`src/rtl/lpsc_defines.svh`:
```
// Timing and encoding constants for the low-power state controller.
// Assumes inclusion by bare name from rtl files.
`ifndef LPSC_DEFINES_SVH
`define LPSC_DEFINES_SVH
`define LPSC_SYNC_STAGES 3
`define LPSC_ACK_STOP_GRANT 2'h1
`define LPSC_ACK_MGMT 2'h2
`define LPSC_ACK_NONE 2'h0
`define LPSC_RESET_RELEASE_CLKS 2
`endif

```
`src/rtl/lpsc_pkg.sv`:
```
// Types for the low-power state controller.
// Assumes the defines header is compiled alongside.
package lpsc_pkg;
    typedef enum logic [1:0]
    {
        ST_RUN = 2'h0,
        ST_GRANT = 2'h1,
        ST_SLEEP = 2'h3
    } pwr_state_type;
    // Clock enables toward the core, bus unit and interrupt unit
    typedef struct packed
    {
        logic core_en;
        logic bus_en;
        logic intc_en;
    } clk_gate_type;
    // Acknowledge bus transaction request
    typedef struct packed
    {
        logic valid;
        logic [1:0] kind;
    } ack_txn_type;
endpackage

```
`src/rtl/sync_filter.sv`:
```
// Three-flop input synchroniser; a change counts when stages two and three agree.
// Assumes the input is asynchronous to clk_i.
`timescale 1ns/100ps
`default_nettype none
module sync_filter
#(
    parameter logic RESET_VAL = 1'b1
)
(
    // Clock and reset
    input wire logic clk_i,
    input wire logic rst_n_i,
    // Data
    input wire logic async_i,
    output logic level_o
);
    logic [2:0] stage_q;
    logic [2:0] stage_d;
    logic level_q;
    logic level_d;
    // Stage one is read only by stage two
    always_comb
    begin
        stage_d = {stage_q[1:0], async_i};
        level_d = (stage_q[1] == stage_q[2]) ? stage_q[2] : level_q;
    end
    always_ff @(posedge clk_i or negedge rst_n_i)
    begin
        if (!rst_n_i)
        begin
            stage_q <= {3{RESET_VAL}};
            level_q <= RESET_VAL;
        end
        else
        begin
            stage_q <= stage_d;
            level_q <= level_d;
        end
    end
    assign level_o = level_q;
endmodule
`default_nettype wire

```
`src/rtl/low_power_state_control.sv`:
```
// Low-power state controller: Stop-Grant, Sleep and system-management entry.
// Assumes request pins are active low and asynchronous to core_clk_i;
// the bus side takes one acknowledge request per pulse on ack_o.valid.
`timescale 1ns/100ps
`default_nettype none
`include "lpsc_defines.svh"
module low_power_state_control
(
    // Clock and reset
    input wire logic core_clk_i,
    input wire logic arst_n_i,
    // Requests from system logic
    input wire logic stop_clock_req_n_i,
    input wire logic sleep_req_n_i,
    input wire logic sys_mgmt_irq_n_i,
    // Core events
    input wire logic snoop_i,
    input wire logic irq_i,
    input wire logic irq_serviced_i,
    // Clock gating and core control
    output lpsc_pkg::clk_gate_type clk_gate_o,
    output logic snoop_en_o,
    output logic irq_pending_o,
    output logic exec_en_o,
    output logic save_state_o,
    output logic system_management_mode_o,
    output logic handler_fetch_o,
    output lpsc_pkg::pwr_state_type state_o,
    // Acknowledge transaction request
    output lpsc_pkg::ack_txn_type ack_o,
    output logic snoop_seen_o
);
    import lpsc_pkg::*;

    logic rst_s1_q;
    logic rst_n_q;
    logic stop_req, sleep_req, mgmt_req;
    logic stop_n_s, sleep_n_s, mgmt_n_s;
    logic mgmt_prev_q, mgmt_prev_d;
    pwr_state_type state_q, state_d;
    clk_gate_type gate_q, gate_d;
    ack_txn_type ack_q, ack_d;
    logic pend_q, pend_d;
    logic mode_q, mode_d;
    logic save_q, save_d;
    logic fetch_q, fetch_d;
    logic snoop_seen_q, snoop_seen_d;
    logic exec_q, exec_d;
    logic snoop_en_q, snoop_en_d;
    logic [1:0] entry_step_q, entry_step_d;

    // Reset release through two flops; assertion is immediate
    always_ff @(posedge core_clk_i or negedge arst_n_i)
    begin
        if (!arst_n_i)
        begin
            rst_s1_q <= 1'b0;
            rst_n_q <= 1'b0;
        end
        else
        begin
            rst_s1_q <= 1'b1;
            rst_n_q <= rst_s1_q;
        end
    end

    // Request synchronisers; idle level is high for the active-low pins
    sync_filter #(.RESET_VAL(1'b1)) u_sync_stop
    (
        .clk_i(core_clk_i),
        .rst_n_i(rst_n_q),
        .async_i(stop_clock_req_n_i),
        .level_o(stop_n_s)
    );
    sync_filter #(.RESET_VAL(1'b1)) u_sync_sleep
    (
        .clk_i(core_clk_i),
        .rst_n_i(rst_n_q),
        .async_i(sleep_req_n_i),
        .level_o(sleep_n_s)
    );
    sync_filter #(.RESET_VAL(1'b1)) u_sync_mgmt
    (
        .clk_i(core_clk_i),
        .rst_n_i(rst_n_q),
        .async_i(sys_mgmt_irq_n_i),
        .level_o(mgmt_n_s)
    );

    assign stop_req = ~stop_n_s;
    assign sleep_req = ~sleep_n_s;
    assign mgmt_req = ~mgmt_n_s;

    // Gating per state; the bus unit clock is gated only in Sleep
    function automatic clk_gate_type gate_for(input pwr_state_type s);
        clk_gate_type g;
        g = '{core_en: 1'b1, bus_en: 1'b1, intc_en: 1'b1};
        case (s)
            ST_GRANT: g = '{core_en: 1'b0, bus_en: 1'b1, intc_en: 1'b1};
            ST_SLEEP: g = '{core_en: 1'b0, bus_en: 1'b0, intc_en: 1'b0};
            default: g = '{core_en: 1'b1, bus_en: 1'b1, intc_en: 1'b1};
        endcase
        return g;
    endfunction

    // State machine and its side effects
    always_comb
    begin
        state_d = state_q;
        ack_d = '{valid: 1'b0, kind: `LPSC_ACK_NONE};
        pend_d = pend_q;
        mode_d = mode_q;
        save_d = 1'b0;
        fetch_d = fetch_q;
        mgmt_prev_d = mgmt_req;
        entry_step_d = entry_step_q;
        case (state_q)
            ST_RUN:
            begin
                if (stop_req && entry_step_q == 2'h0)
                begin
                    state_d = ST_GRANT;
                    ack_d = '{valid: 1'b1, kind: `LPSC_ACK_STOP_GRANT};
                end
                // Sleep request here is ignored on purpose
            end
            ST_GRANT:
            begin
                if (sleep_req)
                begin
                    state_d = ST_SLEEP;
                end
                else if (!stop_req)
                begin
                    state_d = ST_RUN;
                end
            end
            ST_SLEEP:
            begin
                // Only the sleep request matters; other inputs are disregarded
                if (!sleep_req)
                begin
                    state_d = ST_GRANT;
                end
            end
            default:
            begin
                state_d = ST_RUN;
            end
        endcase
        // Interrupts latch while clocks to the interrupt unit run; set beats clear
        if (state_q != ST_SLEEP && irq_i)
        begin
            pend_d = 1'b1;
        end
        else if (state_q == ST_RUN && irq_serviced_i)
        begin
            pend_d = 1'b0;
        end
        // System-management entry only in Run, even with execution held off, edge of the request
        case (entry_step_q)
            2'h0:
            begin
                if (state_q == ST_RUN && !stop_req && mgmt_req && !mgmt_prev_q && !mode_q)
                begin
                    save_d = 1'b1;
                    entry_step_d = 2'h1;
                end
            end
            2'h1:
            begin
                mode_d = 1'b1;
                entry_step_d = 2'h3;
            end
            2'h3:
            begin
                ack_d = '{valid: 1'b1, kind: `LPSC_ACK_MGMT};
                entry_step_d = 2'h2;
            end
            2'h2:
            begin
                fetch_d = 1'b1;
                entry_step_d = 2'h0;
            end
            default:
            begin
                entry_step_d = 2'h0;
            end
        endcase
        gate_d = gate_for(state_d);
        // After a low-power stay, execution waits until the latched interrupt is serviced
        exec_d = (state_d == ST_RUN) && (exec_q || !pend_d);
        snoop_en_d = (state_d != ST_SLEEP);
        snoop_seen_d = snoop_i && (state_q != ST_SLEEP);
    end

    // Registers; reset returns the state to run with all clocks on, but execution and snoop enables off
    always_ff @(posedge core_clk_i or negedge rst_n_q)
    begin
        if (!rst_n_q)
        begin
            state_q <= ST_RUN;
            gate_q <= '{core_en: 1'b1, bus_en: 1'b1, intc_en: 1'b1};
            ack_q <= '{valid: 1'b0, kind: `LPSC_ACK_NONE};
            pend_q <= 1'b0;
            mode_q <= 1'b0;
            save_q <= 1'b0;
            fetch_q <= 1'b0;
            mgmt_prev_q <= 1'b0;
            entry_step_q <= 2'h0;
            exec_q <= 1'b0;
            snoop_en_q <= 1'b0;
            snoop_seen_q <= 1'b0;
        end
        else
        begin
            state_q <= state_d;
            gate_q <= gate_d;
            ack_q <= ack_d;
            pend_q <= pend_d;
            mode_q <= mode_d;
            save_q <= save_d;
            fetch_q <= fetch_d;
            mgmt_prev_q <= mgmt_prev_d;
            entry_step_q <= entry_step_d;
            exec_q <= exec_d;
            snoop_en_q <= snoop_en_d;
            snoop_seen_q <= snoop_seen_d;
        end
    end

    assign clk_gate_o = gate_q;
    assign snoop_en_o = snoop_en_q;
    assign irq_pending_o = pend_q;
    assign exec_en_o = exec_q;
    assign save_state_o = save_q;
    assign system_management_mode_o = mode_q;
    assign handler_fetch_o = fetch_q;
    assign state_o = state_q;
    assign ack_o = ack_q;
    assign snoop_seen_o = snoop_seen_q;

    // Checks
    property p_grant_ack;
        @(posedge core_clk_i) disable iff (!rst_n_q)
        (state_q == ST_RUN && state_d == ST_GRANT) |=>
            ack_q.valid && ack_q.kind == `LPSC_ACK_STOP_GRANT;
    endproperty
    a_grant_ack: assert property (p_grant_ack) else $error("No stop-grant acknowledge");
    property p_grant_gate;
        @(posedge core_clk_i) disable iff (!rst_n_q)
        (state_q == ST_GRANT) |-> !gate_q.core_en && gate_q.bus_en && gate_q.intc_en;
    endproperty
    a_grant_gate: assert property (p_grant_gate) else $error("Bad stop-grant gating");
    property p_sleep_gate;
        @(posedge core_clk_i) disable iff (!rst_n_q)
        (state_q == ST_SLEEP) |-> gate_q == 3'h0 && !snoop_en_q;
    endproperty
    a_sleep_gate: assert property (p_sleep_gate) else $error("Sleep clocks running");
    property p_sleep_entry;
        @(posedge core_clk_i) disable iff (!rst_n_q)
        (state_q == ST_SLEEP && $past(state_q) != ST_SLEEP) |-> $past(state_q) == ST_GRANT;
    endproperty
    a_sleep_entry: assert property (p_sleep_entry) else $error("Sleep not from grant");
    property p_sleep_exit;
        @(posedge core_clk_i) disable iff (!rst_n_q)
        (state_q == ST_SLEEP && !sleep_req) |=> state_q == ST_GRANT;
    endproperty
    a_sleep_exit: assert property (p_sleep_exit) else $error("Sleep exit missed");
    property p_irq_latch;
        @(posedge core_clk_i) disable iff (!rst_n_q)
        (state_q == ST_GRANT && irq_i) |=> irq_pending_o;
    endproperty
    a_irq_latch: assert property (p_irq_latch) else $error("Interrupt not latched");
    property p_sleep_irq;
        @(posedge core_clk_i) disable iff (!rst_n_q)
        (state_q == ST_SLEEP && !pend_q) |=> !pend_q;
    endproperty
    a_sleep_irq: assert property (p_sleep_irq) else $error("Interrupt taken in sleep");
    property p_mgmt_seq;
        @(posedge core_clk_i) disable iff (!rst_n_q)
        $rose(save_q) |=> mode_q ##1 (ack_q.valid && ack_q.kind == `LPSC_ACK_MGMT) ##1 fetch_q;
    endproperty
    a_mgmt_seq: assert property (p_mgmt_seq) else $error("Mode entry order wrong");
    property p_resume;
        @(posedge core_clk_i) disable iff (!rst_n_q)
        (state_q == ST_GRANT && !stop_req && !sleep_req) |=> state_q == ST_RUN ##1 gate_q.core_en;
    endproperty
    a_resume: assert property (p_resume) else $error("Resume failed");
endmodule
`default_nettype wire

```
`config.mk`:
```
export PLATFORM = sky130hd
export DESIGN_NAME = low_power_state_control
export DESIGN_NICKNAME = d
export VERILOG_FILES = /design/src/rtl/lpsc_pkg.sv /design/src/rtl/sync_filter.sv /design/src/rtl/low_power_state_control.sv
export VERILOG_INCLUDE_DIRS = /design/src /design/src/rtl
export SDC_FILE = /design/constraint.sdc
export NUM_CORES = 1
export LEC_CHECK = 0
export BUFFER_PORTS_ARGS = -buffer_cell sky130_fd_sc_hd__buf_2
export CAP_MARGIN = 15
export CORE_UTILIZATION = 35
export DETAILED_ROUTE_END_ITERATION = 8
export PLACE_DENSITY_LB_ADDON = 0.2
export SYNTH_ARGS = -nofsm -noshare
export SYNTH_HDL_FRONTEND = slang
export SYNTH_SLANG_ARGS = --single-unit
export TNS_END_PERCENT = 30
```
`constraint.sdc`:
```
create_clock -name core_clk_i -period 2.7 [get_ports core_clk_i]
set_input_delay 0.54 -clock core_clk_i [delete_from_list [all_inputs] [get_ports core_clk_i]]
set_output_delay 0.54 -clock core_clk_i [all_outputs]
set_load 0.05 [all_outputs]
```
==> qor.yml, run 1 <==
run_status:
  outcome: "completed"
setup_path:
  cp_data_arrival_time_ns: 1.10
  crit_required_ns: 2.16
  critPathBufInv: 1
  crit_cells: 1
  crit_slowest_cell: "dfstp_2"
  cp_cell_sequence: "buf_2"
  cpLargestDelayFamily: "flip-flops"
  critPathCaptureType: "output port"
  cp-start-kind: "register"
  critPathMaxFanout: 2
  crit_path_max_incr_delay_ns: 0.53
  reg2reg_depth: 3
  crit_type: "reg -> out"
synthesis:
  syn_nets: 70
  syn-cell-area_um2: 991
  synth_cells: 62
  avgSynthCellArea_um2: 16.0
  ys_seq_elements: 31
  ys_types: 25
  ys_warn_count: 0
  seq_area_frac_synth_pct: 80.1
place:
  portBuffers: 22
  dp_hpwl_um: 939
  dp.cells: 113
  dp_slack_ns: 1.40
  gp_congestion: 0.676
clocking:
  insertion_delay_ns: 0.32
  hold_buffers: 1
  cts_sinks: 31
  cts_setup_buffers: 0
  post_cts_resized: 0
  cts.path.max_buffers: 2
  cts_buffers: 5
  htree_levels: 2
  root_buffer: "clkbuf_4"
  path_clk_slew_ns: 0.09
  cts_tree: "yes"
timing:
  drv_slew: 0
  skew_ns: 0.00378
  rsz0062_at_grt: "false"
  min_period_ns: 1.64
  hold_viol: 0
  setup_viol: 0
  setup_tns_ns: 0
  fin_crit_sh_pct: 60.9
  max_freq_ghz: 0.609
  setup_ws_ns: 1.06
run:
  drv_cap: 0
global_route:
  grt-ovfl-total: 0
  grt_pass1_vias: 518
  track_usage_pct: 10.3
  antenna_found_initial: 0
  grt_max_degree: 23
  grt_pass1_wl_mm: 2.28
route:
  totalWireLength_mm: 1.32
  drc: 0
  vias: 544
  ant_nets: 0
  viasPerCell: 4.46
  wl_per_cell_um: 10.8
  drtIter0Drc: 1
  detail_route.first_pass.iterations: 4
floorplan:
  dieWidth_um: 55.2
  die_h_um: 55.2
  die_area_mm2: 0.00305
  ioPinCount: 23
  row_count: 18
  coreArea_mm2: 0.00257
  initial_core_util_pct: 38.6
pwr:
  vdd_drop_max_mv: 0.616
  p_per_area_mw_per_mm2: 901
  p_leak_nw: 0.556
layout:
  fillers: 239
  antennaDiodeCount: 0
  stdcell_count: 122
  drive_above_1_share_pct: 51.1
  finalNetCount: 99
  syn_to_final_growth_pct: 20.8
min_path:
  hold_path_class: "reg -> async"
cell type report:
| class | instances | area (µm²) | share of cell area, % |
|---|---|---|---|
| Sequential cell | 31 | 793 | 66.2 |
| Clock inverter | 3 | 15.0 | 1.25 |
| Tap cell | 30 | 37.5 | 3.13 |
| Inverter | 4 | 15.0 | 1.25 |
| Multi-Input combinational cell | 25 | 171 | 14.3 |
| Clock buffer | 5 | 37.5 | 3.13 |
| Timing Repair Buffer | 24 | 128 | 10.7 |
layout by cell type (no fill, tap or decap), drive strengths merged:
cell type / n
nand2: 1
conb: 1
nor2: 2
and2: 2
dfrtp: 17
nor3: 1
a21oi: 2
buf: 23
dlygate4sd3: 1
a211oi: 1
or4: 1
or2b: 1
nor2b: 1
or2: 1
o21bai: 1
dfstp: 14
clkinv: 3
maj3: 3
inv: 4
nor4b: 1
o31a: 1
nand2b: 1
a21o: 1
nand3: 1
clkbuf: 5
nor4: 2
state kept, by name, indices dropped and copies added (netlist names), 2 cells and up:
name / count
u_sync_stop.stage_q: 3
entry_step_q: 2
ack_o: 3
state_o: 2
u_sync_mgmt.stage_q: 3
clk_gate_o: 2
u_sync_sleep.stage_q: 3
logic make-up (layout without fill, tap and decap cells):
| family | after synthesis | after routing | synth area share (%) |
|---|---|---|---|
| fa+ha+maj | 3 | 3 | 3.03 |
| buf+inv | 6 | 36 | 2.65 |
| flops | 31 | 31 | 80.1 |
| other cells | 1 | 1 | 0.378 |
| simple gates | 15 | 15 | 9.22 |
| compound gates | 6 | 6 | 4.67 |
worst paths after layout:
path	startpoint	slack, ns	to
setup / recovery	clk_gate_o[1]	1.06	clk_gate_o[0]
min in group core_clk_i	sys_mgmt_irq_n_i	0.31	u_sync_mgmt.stage_q[0]
max in group asynchronous	rst_n_q	1.97	u_sync_stop.stage_q[1]
hold reg to reg	rst_n_q	0.11	snoop_seen_o
setup reg to reg	state_o[0]	1.42	ack_o[2]
hold / removal	rst_n_q	0.11	snoop_seen_o
where the power goes:
part           leakage, nW  switching, W  total [W]  internal (W)
clock network       0.0347      0.000149   0.000246     0.0000967
logic                0.169      0.000194   0.000255     0.0000615
registers            0.353     0.0000428   0.000577      0.000534
metrics by stage:
stage	cell area (µm²)	total power (W)	utilization [%]	hold slack (ns)
6_report	1200	0.00108	46.6	0.115
3_5_place_dp	1130	0.000845	44.2	0.121
5_1_grt	1200	0.00114	46.6	0.157
4_1_cts	1200	0.00110	46.6	0.132
3_3_place_gp	1130	0.000840	44.2	0.122
2_1_floorplan	991	0.000785	-	0.244
synth_stat cells:
cell | number | area share [%]
nor3_1 | 1 | 0.50
nor4_1 | 2 | 1.3
nor4b_1 | 1 | 0.88
nor2_2 | 1 | 0.63
nor2b_1 | 1 | 0.63
or4_1 | 1 | 0.76
or2_1 | 1 | 0.63
inv_1 | 4 | 1.5
clkbuf_1 | 1 | 0.38
a21o_1 | 1 | 0.76
a211oi_2 | 1 | 1.3
a21oi_1 | 2 | 1.0
nand2_1 | 1 | 0.38
nand3_1 | 1 | 0.50
o21bai_1 | 1 | 0.76
dfstp_2 | 14 | 37
or2b_1 | 1 | 0.76
and2_1 | 2 | 1.3
maj3_1 | 3 | 3.0
o31a_1 | 1 | 0.88
buf_4 | 1 | 0.76
nor2_1 | 1 | 0.38
nand2b_1 | 1 | 0.63
dfrtp_1 | 17 | 43
conb_1 | 1 | 0.38
per-layer routing:
| layer | GRT usage [%] | wire [µm] | up-vias |
|---|---|---|---|
| li1 | - | - | 263 |
| met1 | 11.6 | 602 | 258 |
| met2 | 14.6 | 597 | 19 |
| met3 | 5.15 | 96 | 4 |
| met4 | 8.57 | 25 | 0 |
| met5 | 0 | 0 | - |
No activity file was read; power rests on OpenSTA's default activity.
==> run 2, diff against run 1 <==
==> constraint.sdc (replaced) <==
create_clock -name core_clk_i -period 1.5 [get_ports core_clk_i]
set_input_delay 0.3 -clock core_clk_i [delete_from_list [all_inputs] [get_ports core_clk_i]]
set_output_delay 0.3 -clock core_clk_i [all_outputs]
set_load 0.05 [all_outputs]
==> qor.yml, run 2 (synthesis results as in run 1) <==
clocking:
  cts_sinks: 31
  path_clk_slew_ns: 0.09
  hold_buffers: 1
  cts_setup_buffers: 0
  cts.path.max_buffers: 2
  post_cts_resized: 0
  htree_levels: 2
  cts_tree: "yes"
  cts_buffers: 5
  insertion_delay_ns: 0.31
  root_buffer: "clkbuf_4"
floorplan:
  initial_core_util_pct: 38.6
  coreArea_mm2: 0.00257
  dieWidth_um: 55.2
  row_count: 18
  ioPinCount: 23
  die_h_um: 55.2
  die_area_mm2: 0.00305
route:
  detail_route.first_pass.iterations: 3
  wl_per_cell_um: 10.9
  viasPerCell: 4.52
  drtIter0Drc: 2
  vias: 552
  ant_nets: 0
  drc: 0
  totalWireLength_mm: 1.32
timing:
  setup_tns_ns: 0
  skew_ns: 0.00522
  drv_slew: 0
  setup_viol: 0
  min_period_ns: 1.39
  rsz0062_at_grt: "false"
  max_freq_ghz: 0.718
  fin_crit_sh_pct: 92.9
  setup_ws_ns: 0.107
  hold_viol: 0
layout:
  syn_to_final_growth_pct: 22.5
  final_cell_mix: "buf_2, dfrtp_1, dfstp_2"
  finalNetCount: 99
  stdcell_count: 122
  final_common_cell: "buf_2"
  antennaDiodeCount: 0
  drive_above_1_share_pct: 50.0
global_route:
  grt_pass1_wl_mm: 2.39
  antenna_found_initial: 0
  grt_max_degree: 30
  grt-ovfl-total: 0
  track_usage_pct: 10.7
  grt_pass1_vias: 538
setup_path:
  crit_cells: 1
  crit_required_ns: 1.20
  rr_startpoint: "state_o[0]"
  critPathMaxFanout: 2
  cp_data_arrival_time_ns: 1.09
  endpoint: "clk_gate_o[0]"
  cp-start-kind: "register"
  r2r_end: "ack_o[2]"
  cp-startpoint: "clk_gate_o[1]"
  reg2reg_slack_ns: 0.24
  critPathCaptureType: "output port"
  critPathBufInv: 1
  crit_type: "reg -> out"
  cpLargestDelayFamily: "flip-flops"
  crit_slowest_cell: "dfstp_2"
  crit_path_max_incr_delay_ns: 0.53
  cp_cell_sequence: "buf_2"
  reg2reg_depth: 3
run:
  drv_cap: 0
pwr:
  vdd_drop_max_mv: 0.879
  p_per_area_mw_per_mm2: 1670
  p_leak_nw: 0.560
min_path:
  hold_path_class: "in -> reg"
place:
  gp_congestion: 0.711
  dp_slack_ns: 0.252
  dp.cells: 113
  portBuffers: 22
  dp_hpwl_um: 916
run_status:
  outcome: "completed"
-- run 2: layout make-up --
type,count,area (µm²)
fillers,245,1350
flip-flops and latches,31,793
multi-input cells,25,171
repair buffers,24,128
clock buffers,8,68.8
well taps,30,37.5
inverters,4,15.0
-- run 2: how the worst min path moves through the flow --
stage	start	cells past startpoint	slack, ns	endpoint
3_3_place_gp	arst_n_i	1	0.08	rst_s1_q
3_5_place_dp	arst_n_i	1	0.09	rst_n_q
6_report	sleep_req_n_i	1	0.08	u_sync_sleep.stage_q[0]
2_1_floorplan	arst_n_i	0	0.004	rst_n_q
5_1_grt	stop_clock_req_n_i	1	0.04	u_sync_stop.stage_q[0]
4_1_cts	sys_mgmt_irq_n_i	1	0.06	u_sync_mgmt.stage_q[0]
-- run 2: per-layer routing --
| metal | share of wire, % | track usage, % |
|---|---|---|
| met1 | 44 | 13.2 |
| met2 | 45 | 14.3 |
| met3 | 7.9 | 6.32 |
| met4 | 2.9 | 6.43 |
| met5 | 0 | 0 |
-- run 2: report_power, final --
group          internal [W]  switching, W  total, W
logic              0.000111      0.000354  0.000465
clock network      0.000276      0.000255  0.000530
registers          0.000962     0.0000701   0.00103
total               0.00135      0.000679   0.00203
-- run 2: per-stage QoR --
stage | util (%) | power [W] | hold WS, ns | area [µm²]
finish | 47.3 | 0.00203 | 0.0771 | 1210
global route | 47.3 | 0.00214 | 0.0417 | 1210
CTS | 47.3 | 0.00206 | 0.0602 | 1210
detailed placement | 44.2 | 0.00152 | 0.0858 | 1130
global placement | 44.2 | 0.00151 | 0.0846 | 1130
floorplan | - | 0.00141 | 0.00441 | 991
==> run 3, diff against run 2 <==
==> constraint.sdc (replaced) <==
create_clock -name core_clk_i -period 1.3 [get_ports core_clk_i]
set_input_delay 0.26 -clock core_clk_i [delete_from_list [all_inputs] [get_ports core_clk_i]]
set_output_delay 0.26 -clock core_clk_i [all_outputs]
set_load 0.05 [all_outputs]
==> qor.yml, run 3 (synthesis results as in run 1) <==
pwr:
  p_leak_nw: 0.586
  vdd_drop_max_mv: 1.15
  p_per_area_mw_per_mm2: 1830
floorplan:
  row_count: 18
  coreArea_mm2: 0.00257
  dieWidth_um: 55.2
  ioPinCount: 23
  die_area_mm2: 0.00305
  initial_core_util_pct: 38.6
  die_h_um: 55.2
clocking:
  cts_sinks: 31
  cts_tree: "yes"
  insertion_delay_ns: 0.32
  cts_setup_buffers: 0
  root_buffer: "clkbuf_4"
  path_clk_slew_ns: 0.09
  htree_levels: 2
  cts.path.max_buffers: 2
  cts_buffers: 5
layout:
  final_cell_mix: "buf_2, dfrtp_1, dfstp_2"
  post-route-util_pct: 49.7
  syn_to_final_growth_pct: 28.8
  final_common_cell: "buf_2"
  finalNetCount: 104
  drive_above_1_share_pct: 51.5
  antennaDiodeCount: 0
route:
  viasPerCell: 4.39
  ant_nets: 0
  drtIter0Drc: 4
  totalWireLength_mm: 1.50
  drc: 0
  detail_route.first_pass.iterations: 4
  wl_per_cell_um: 11.8
  vias: 558
setup_path:
  cpLargestDelayFamily: "flip-flops"
  cp-start-kind: "register"
  cp_data_arrival_time_ns: 1.03
  critPathBufInv: 1
  crit_path_max_incr_delay_ns: 0.56
  critPathCaptureType: "output port"
  crit_slowest_cell: "dfstp_2"
  crit_required_ns: 1.04
  crit_type: "reg -> out"
  critPathMaxFanout: 2
  cp_cell_sequence: "buf_6"
timing:
  drv_slew: 0
  whs_ns: 0.144
  min_period_ns: 1.29
  setup_tns_ns: 0
  fin_crit_sh_pct: 99.2
  setup_viol: 0
  setup_ws_ns: 0.0104
  max_freq_ghz: 0.775
  skew_ns: 0.00810
  rsz0062_at_grt: "true"
  hold_viol: 0
place:
  gp_congestion: 0.744
  dp_slack_ns: 0.0827
  dp_hpwl_mm: 1.04
  portBuffers: 22
run:
  drv_cap: 0
run_status:
  outcome: "completed"
global_route:
  antenna_found_initial: 0
  grt_max_degree: 19
  track_usage_pct: 11.9
  grt_pass1_wl_mm: 2.61
  grt_pass1_vias: 571
  grt-ovfl-total: 0
min_path:
  hold_path_class: "in -> reg"
-- run 3: cell count changes in the layout (fill, tap and decap cells not counted), moves of 3 or more --
cell | previous run | this run
dlygate4sd3_1 | 1 | 4
buf_6 | 0 | 4
buf_4 | 1 | 4
buf_2 | 22 | 16
-- run 3: final cells by class --
class                           count  area [µm²]
Fill cell                         241        1290
Sequential cell                    31         796
Timing Repair Buffer               29         203
Multi-Input combinational cell     25         175
Clock buffer                        7        45.0
Tap cell                           30        37.5
Inverter                            4        15.0
Clock inverter                      1        5.00
-- run 3: layer usage --
| layer | vias up | GRT usage [%] | wire length [µm] |
|---|---|---|---|
| met5 | - | 0 | 0 |
| met4 | 0 | 6.43 | 10 |
| met3 | 2 | 7.26 | 89 |
| met2 | 18 | 16.4 | 699 |
| met1 | 266 | 14.2 | 698 |
| li1 | 272 | - | - |
-- run 3: per-stage QoR --
| stage | cells | area (µm²) | power [W] |
|---|---|---|---|
| finish | 127 | 1280 | 0.00233 |
| global route | 127 | 1280 | 0.00246 |
| CTS | 124 | 1230 | 0.00233 |
| detailed placement | 115 | 1150 | 0.00177 |
| global placement | 115 | 1150 | 0.00176 |
| floorplan | 62 | 993 | 0.00163 |
-- run 3: final timing paths --
kind	to	cells after the start	start	slack (ns)
max	clk_gate_o[0]	1	clk_gate_o[1]	0.01
min	snoop_seen_o	2	snoop_i	0.14
max reg2reg	ack_o[2]	3	state_o[1]	0.08
min reg2reg	state_o[0]	1	rst_n_q	0.18
max in group asynchronous	u_sync_mgmt.level_o	1	rst_n_q	0.84
min in group asynchronous	state_o[0]	1	rst_n_q	0.18
-- run 3: timing repair --
action / in CTS / in global routing
resized for setup: 6 / 5
endpoints found under the hold margin: 2 / 3
hold buffers: 1 / 3
setup endpoints to repair: 5 / 6
-- run 3: power breakdown --
part           internal (W)  switching, W  total (W)
Combinational      0.000193      0.000419   0.000611
Sequential          0.00111     0.0000920    0.00121
Clock              0.000210      0.000302   0.000512
